[src/design/reset_seq_map.vh]
`ifndef RESET_SEQ_MAP_VH
`define RESET_SEQ_MAP_VH

// ******************************************************************
// Timing counts
// ******************************************************************
// Internal clocks from reset cause gone to internal reset release
`define RELEASE_CYCLES      16
// Width of the release counter
`define RELEASE_CNT_W       5
// Power-on reset hold, in clocks after the power-on cell lets go
`define POR_CYCLES          8
// Width of the power-on counter
`define POR_CNT_W           4

// ******************************************************************
// Pull-up disable register field positions
// ******************************************************************
`define PUDR_WIDTH          8
`define PUDR_RESET_BIT      0
`define PUDR_RESET_VALUE    8'h00

`endif

[src/design/sync_chain.v]
`timescale 1ns/1ns
`include "reset_seq_map.vh"

// Two-stage synchroniser for one asynchronous level
module sync_chain
#(
   parameter RESET_VALUE = 1'b0
)
(
   input  wire clk_i,
   input  wire rst_n_i,
   input  wire d_i,
   output wire q_o
);

   reg stage1_reg;
   reg stage2_reg;

   // ***************************************************************
   // Synchroniser stages
   // ***************************************************************
   // First stage read only by the second
   always @(posedge clk_i or negedge rst_n_i)
   begin
      if (!rst_n_i)
      begin
         stage1_reg <= RESET_VALUE;
         stage2_reg <= RESET_VALUE;
      end
      else
      begin
         stage1_reg <= d_i;
         stage2_reg <= stage1_reg;
      end
   end

   assign q_o = stage2_reg;

endmodule // sync_chain

[src/design/chip_reset_input_output.v]
`timescale 1ns/1ns
`include "reset_seq_map.vh"

// Summary of operation
// - Low external reset pin initialises and holds the device in reset.
// - Internal reset releases on the clock after a fixed clock count.
// - Reset pin alone resets the core, never the test-port logic.
// - Power-on reset asserts at power-up regardless of the reset pin.
// - Writing one to the reset pull-up disable bit turns the pull-up off.
// - Reset output pin follows the internal reset state continuously.
module chip_reset_input_output
#(
   parameter RELEASE_CYCLES = `RELEASE_CYCLES,
   parameter POR_CYCLES     = `POR_CYCLES
)
(
   input  wire                   CLK_I,
   input  wire                   RESETN_I,
   input  wire                   POR_N_I,
   input  wire                   RESET_PIN_N_I,
   input  wire                   TEST_RESET_N_I,
   input  wire                   PUDR_WR_I,
   input  wire [`PUDR_WIDTH-1:0] PUDR_WDATA_I,
   output reg                    CORE_RESET_N_O,
   output reg                    TEST_RESET_N_O,
   output reg                    RESET_STATE_OUTPUT_O,
   output reg                    RESET_PULLUP_EN_O,
   output reg  [`PUDR_WIDTH-1:0] PULLUP_DISABLE_REGISTER_O
);

   // ***************************************************************
   // Declarations
   // ***************************************************************
   // Synchronised copies of the block reset and the pins
   wire                      sys_rst_n;
   wire                      por_n_sync;
   wire                      pin_n_sync;
   wire                      test_n_sync;

   // Power-on reset stretch state
   reg  [`POR_CNT_W-1:0]     por_cnt_reg;
   reg  [`POR_CNT_W-1:0]     por_cnt_next;
   reg                       por_active_reg;

   // Release counter and internal reset state
   reg  [`RELEASE_CNT_W-1:0] rel_cnt_reg;
   reg  [`RELEASE_CNT_W-1:0] rel_cnt_next;
   reg                       core_rst_reg;
   reg                       core_rst_next;
   wire                      reset_request;

   // Pull-up disable bits
   reg  [`PUDR_WIDTH-1:0]    pudr_reg;

   // ***************************************************************
   // Derived constants
   // ***************************************************************
   // Terminal counts, worked out wide then cut to counter width
   localparam [31:0]               REL_LAST_W = RELEASE_CYCLES - 1;
   localparam [31:0]               POR_LAST_W = POR_CYCLES - 1;
   localparam [`RELEASE_CNT_W-1:0] REL_LAST   =
      REL_LAST_W[`RELEASE_CNT_W-1:0];
   localparam [`POR_CNT_W-1:0]     POR_LAST   =
      POR_LAST_W[`POR_CNT_W-1:0];
   // One-count steps at counter width
   localparam [`RELEASE_CNT_W-1:0] REL_STEP   =
      {{(`RELEASE_CNT_W-1){1'b0}}, 1'b1};
   localparam [`POR_CNT_W-1:0]     POR_STEP   =
      {{(`POR_CNT_W-1){1'b0}}, 1'b1};

   // ***************************************************************
   // Synchronisers
   // ***************************************************************
   // Block reset released through two flip-flops
   sync_chain #(.RESET_VALUE(1'b0)) u_sys_rst
   (
      .clk_i   (CLK_I),
      .rst_n_i (RESETN_I),
      .d_i     (1'b1),
      .q_o     (sys_rst_n)
   );

   // ***************************************************************
   // Pin synchronisers
   // ***************************************************************
   // Power-on cell, asserted at power-up
   sync_chain #(.RESET_VALUE(1'b0)) u_por
   (
      .clk_i   (CLK_I),
      .rst_n_i (sys_rst_n),
      .d_i     (POR_N_I),
      .q_o     (por_n_sync)
   );

   // External reset pin
   sync_chain #(.RESET_VALUE(1'b0)) u_pin
   (
      .clk_i   (CLK_I),
      .rst_n_i (sys_rst_n),
      .d_i     (RESET_PIN_N_I),
      .q_o     (pin_n_sync)
   );

   // Test-port reset, independent of the device reset pin
   sync_chain #(.RESET_VALUE(1'b0)) u_test
   (
      .clk_i   (CLK_I),
      .rst_n_i (sys_rst_n),
      .d_i     (TEST_RESET_N_I),
      .q_o     (test_n_sync)
   );

   // ***************************************************************
   // Power-on reset stretch
   // ***************************************************************
   // Count next value
   always @*
   begin
      por_cnt_next = por_cnt_reg;
      if (!por_n_sync)
         por_cnt_next = {`POR_CNT_W{1'b0}};
      else if (por_active_reg)
         por_cnt_next = por_cnt_reg + POR_STEP;
   end

   // Power-on active from power-up until count done
   // Counter parks one past the last value until the cell drops again
   always @(posedge CLK_I or negedge sys_rst_n)
   begin
      if (!sys_rst_n)
      begin
         por_cnt_reg    <= {`POR_CNT_W{1'b0}};
         por_active_reg <= 1'b1;
      end
      else
      begin
         por_cnt_reg <= por_cnt_next;
         if (!por_n_sync)
            por_active_reg <= 1'b1;
         else if (por_cnt_reg == POR_LAST)
            por_active_reg <= 1'b0;
      end
   end

   // ***************************************************************
   // Core reset sequencing
   // ***************************************************************
   // Request is pin OR power-on
   assign reset_request = !pin_n_sync || por_active_reg;

   // Hold during request, then count before release
   always @*
   begin
      rel_cnt_next  = rel_cnt_reg;
      core_rst_next = core_rst_reg;
      if (reset_request)
      begin
         rel_cnt_next  = {`RELEASE_CNT_W{1'b0}};
         core_rst_next = 1'b1;
      end
      else if (core_rst_reg)
      begin
         if (rel_cnt_reg == REL_LAST)
            core_rst_next = 1'b0;
         else
            rel_cnt_next = rel_cnt_reg + REL_STEP;
      end
   end

   // Release counter and reset state
   always @(posedge CLK_I or negedge sys_rst_n)
   begin
      if (!sys_rst_n)
      begin
         rel_cnt_reg  <= {`RELEASE_CNT_W{1'b0}};
         core_rst_reg <= 1'b1;
      end
      else
      begin
         rel_cnt_reg  <= rel_cnt_next;
         core_rst_reg <= core_rst_next;
      end
   end

   // ***************************************************************
   // Pull-up disable register
   // ***************************************************************
   // Software write, cleared by core reset so pull-up is on after it
   always @(posedge CLK_I or negedge sys_rst_n)
   begin
      if (!sys_rst_n)
         pudr_reg <= `PUDR_RESET_VALUE;
      else if (core_rst_reg)
         pudr_reg <= `PUDR_RESET_VALUE;
      else if (PUDR_WR_I)
         pudr_reg <= PUDR_WDATA_I;
   end

   // ***************************************************************
   // Output registers
   // ***************************************************************
   // All outputs straight from flip-flops
   always @(posedge CLK_I or negedge sys_rst_n)
   begin
      if (!sys_rst_n)
      begin
         CORE_RESET_N_O            <= 1'b0;
         TEST_RESET_N_O            <= 1'b0;
         RESET_STATE_OUTPUT_O      <= 1'b1;
         RESET_PULLUP_EN_O         <= 1'b1;
         PULLUP_DISABLE_REGISTER_O <= `PUDR_RESET_VALUE;
      end
      else
      begin
         CORE_RESET_N_O            <= !core_rst_reg;
         TEST_RESET_N_O            <= test_n_sync;
         RESET_STATE_OUTPUT_O      <= core_rst_reg;
         RESET_PULLUP_EN_O         <= !pudr_reg[`PUDR_RESET_BIT];
         PULLUP_DISABLE_REGISTER_O <= pudr_reg;
      end
   end

endmodule // chip_reset_input_output

[config.mk]
export PLATFORM = sky130hd
export DESIGN_NAME = chip_reset_input_output
export DESIGN_NICKNAME = d
export VERILOG_FILES = /design/src/design/sync_chain.v /design/src/design/chip_reset_input_output.v
export VERILOG_INCLUDE_DIRS = /design/src /design/src/design
export SDC_FILE = /design/constraint.sdc
export NUM_CORES = 1
export LEC_CHECK = 0
export ABC_AREA = 1
export BUFFER_PORTS_ARGS = -buffer_cell sky130_fd_sc_hd__buf_2
export CORE_MARGIN = 3
export CORE_UTILIZATION = 45
export DETAILED_ROUTE_END_ITERATION = 8
export GPL_ROUTABILITY_DRIVEN = 0
export PLACE_DENSITY_LB_ADDON = 0.12
export SETUP_SLACK_MARGIN = 0.1
export SKIP_LAST_GASP = 1
export SLEW_MARGIN = 10
export SYNTH_ARGS = -nofsm -noshare
export SYNTH_HDL_FRONTEND = slang
export SYNTH_SLANG_ARGS = --single-unit
[constraint.sdc]
create_clock -name CLK_I -period 3.3 [get_ports CLK_I]
set_input_delay 0.495 -clock CLK_I [delete_from_list [all_inputs] [get_ports CLK_I]]
set_output_delay 0.495 -clock CLK_I [all_outputs]
set_load 0.1 [all_outputs]
==> flow_metrics.py <==
metrics = {
    "detailed_routing": {
        "drt-pass1-iter-count": 4,
        "routedWlPerCell_um": 11.2,
        "routed-via-count": 885,
        "routed_wl_mm": 2.20,
        "viasPerCell": 4.52,
        "ant_nets": 0,
        "drc_errors": 0,
        "drt_iter0_markers": 50,
    },
    "sta": {
        "finClkSkew_ns": 0.00959,
        "tns_ns": 0,
        "holdWs_ns": 0.248,
        "timing.fmax_mhz": 564,
        "min_period_ns": 1.77,
        "worstMarginPinSlew_ns": 0.612,
        "setup_viol_count_final": 0,
        "post-route-period-util_pct": 53.7,
        "finalMaxSlewViolations": 0,
        "worst_slack_ns": 1.53,
        "final_hold_viol_count": 0,
        "rsz0062_at_grt": "no",
        "relSlewSlack_pct": 59.2,
    },
    "outcome": {
        "status": "complete, no violations",
    },
    "global_routing": {
        "track_usage_pct": 13.6,
        "grt_pass1_wl_mm": 3.99,
        "antenna_found_initial": 0,
        "grt-ovfl-total": 0,
        "grt_pass1_vias": 903,
        "grt_max_degree": 23,
    },
    "critical_path": {
        "cp.arrival_ns": 1.28,
        "critPathSlowestCell": "dfstp_2",
        "crit-reg2reg-capture": "rel_cnt_reg[4]",
        "crit_type": "register to output port",
        "rr_startpoint": "rel_cnt_reg[0]",
        "reg2reg_depth": 10,
        "cp-startpoint": "RESET_STATE_OUTPUT_O",
        "worst_path_dominant_cell_family": "flip-flops",
        "crit_path_start_kind": "register",
        "worstPathMaxFanout": 1,
        "worst-path-buf-inv": 1,
        "max_stage_delay_ns": 0.53,
        "critPathCaptureType": "output port",
        "reg2reg_slack_ns": 1.69,
        "crit_chain": "buf_2",
        "cp_data_required_time_ns": 2.80,
    },
    "yosys": {
        "syn_area_um2": 1420,
        "netlist.area_leader.share_pct": 61.8,
        "synth.top_cells.by_area": "dfrtp_1 (62%), dfstp_2 (7.4%), inv_1 (5.3%)",
        "syn_nets": 138,
        "yosysWarnings": 0,
        "yosysTopAreaCell": "dfrtp_1",
        "avgSynthCellArea_um2": 11.7,
        "synth_cell_type_count": 19,
        "synth-seq-cells": 39,
        "syn_inst": 121,
        "seq_area_frac_synth_pct": 69.3,
    },
    "cts": {
        "root_buffer": "clkbuf_4",
        "clk_latency_ns": 0.34,
        "post_cts_resized": 0,
        "h-tree-depth": 2,
        "clock_path_buffers": 2,
        "cts_tree": "done",
        "clkSinkCount": 39,
        "clk_pin_slew_worst_paths_ns": 0.11,
        "cts-buffers-inserted": 5,
    },
    "floorplan": {
        "ioPinCount": 26,
        "fp-row-count": 19,
        "initial_core_util_pct": 49.2,
        "die_area_um2": 3860,
        "die_x_um": 62.1,
        "core_area_um2": 2880,
        "die_h_um": 62.1,
    },
    "placed_design": {
        "dp_cells": 187,
        "io_buffers": 25,
        "dp_slack_ns": 1.68,
        "place_area_um2": 1580,
        "dp_hpwl_mm": 1.60,
    },
    "pwr": {
        "peakVddDrop_uv": 228,
        "powerDensity_nw_per_um2": 457,
        "total_power_mw": 0.749,
        "p_leak_nw": 0.826,
    },
    "final_layout": {
        "final_nets": 170,
        "finalInstanceArea_um2": 1640,
        "drive_gt1_share_pct": 28.6,
        "final_cells": 196,
        "mostFrequentLayoutCells": "dfrtp_1 (35), buf_2 (25), inv_1 (20)",
        "n_fill_cell": 261,
        "num_antenna_cells": 0,
        "final_core_util_pct": 57.0,
        "layout_commonest_cell": "dfrtp_1",
        "area_delta_synth_final_pct": 15.7,
    },
    "min_path": {
        "hold_class": "register to async pin",
    },
    "flow_run": {
        "cap_violations": 0,
    },
}
-- cells by family (layout without fill, tap and decap cells) --
kind of cell	count (synthesis)	count (layout)	synth area share, %
other	1	1	0.265
flip-flops	39	39	69.3
AO/OA/AOI/OAI	15	15	7.77
buffers and inverters	23	56	7.15
AND/OR/NAND/NOR	39	39	12.3
adder cells (fa/ha/maj)	3	3	2.65
XOR/XNOR	1	1	0.618
-- cells in the mapped netlist --
| cell type | n |
|---|---|
| dfstp_2 | 4 |
| o21ai_0 | 3 |
| nor3_1 | 4 |
| nand3_1 | 12 |
| nand2_1 | 13 |
| nor2_1 | 7 |
| ha_1 | 3 |
| clkinv_1 | 1 |
| nand4_1 | 2 |
| o31ai_1 | 1 |
| buf_6 | 2 |
| xor2_1 | 1 |
| o21bai_1 | 1 |
| or2_1 | 1 |
| inv_1 | 20 |
| dfrtp_1 | 35 |
| conb_1 | 1 |
| o21ai_2 | 8 |
| a21oi_1 | 2 |
-- cell type report --
cell class | count | area (µm²) | share of cell area (%)
Inverter | 21 | 78.8 | 4.81
Timing Repair Buffer | 27 | 143 | 8.70
Clock buffer | 7 | 45.0 | 2.75
Clock inverter | 1 | 5.00 | 0.305
Sequential cell | 39 | 981 | 59.8
Multi-Input combinational cell | 59 | 334 | 20.4
Tap cell | 42 | 52.6 | 3.21
-- per-layer routing --
layer | share of wire, % | routed length, µm | track usage (%)
met1 | 46 | 1020 | 15.7
met5 | 0 | 0 | 0
met2 | 46 | 1000 | 20.6
met4 | 2.4 | 53 | 8.29
met3 | 5.7 | 126 | 6.31
-- where the power goes --
part / total (mW) / switching [mW] / internal [mW] / leakage [nW]
clock: 0.224 / 0.141 / 0.0830 / 0.0293
combinational: 0.0290 / 0.0182 / 0.0108 / 0.289
sequential: 0.495 / 0.00849 / 0.487 / 0.508
-- worst max path at each step --
stage                                      end  slack, ns  cells after the start
final                     RESET_STATE_OUTPUT_O       1.53                      1
after global routing      RESET_STATE_OUTPUT_O       1.47                      1
after CTS                 RESET_STATE_OUTPUT_O       1.50                      1
after detailed placement        rel_cnt_reg[4]       1.68                     10
after global placement          rel_cnt_reg[4]       1.86                     10
after floorplan                 rel_cnt_reg[4]       1.90                     10
-- what timing repair did --
item | in CTS | in global routing
endpoints found under the hold margin | 2 | 0
hold buffers | 1 | 0
setup buffers | 0 | 0
Note: power is estimated with default switching activity, not from simulation.
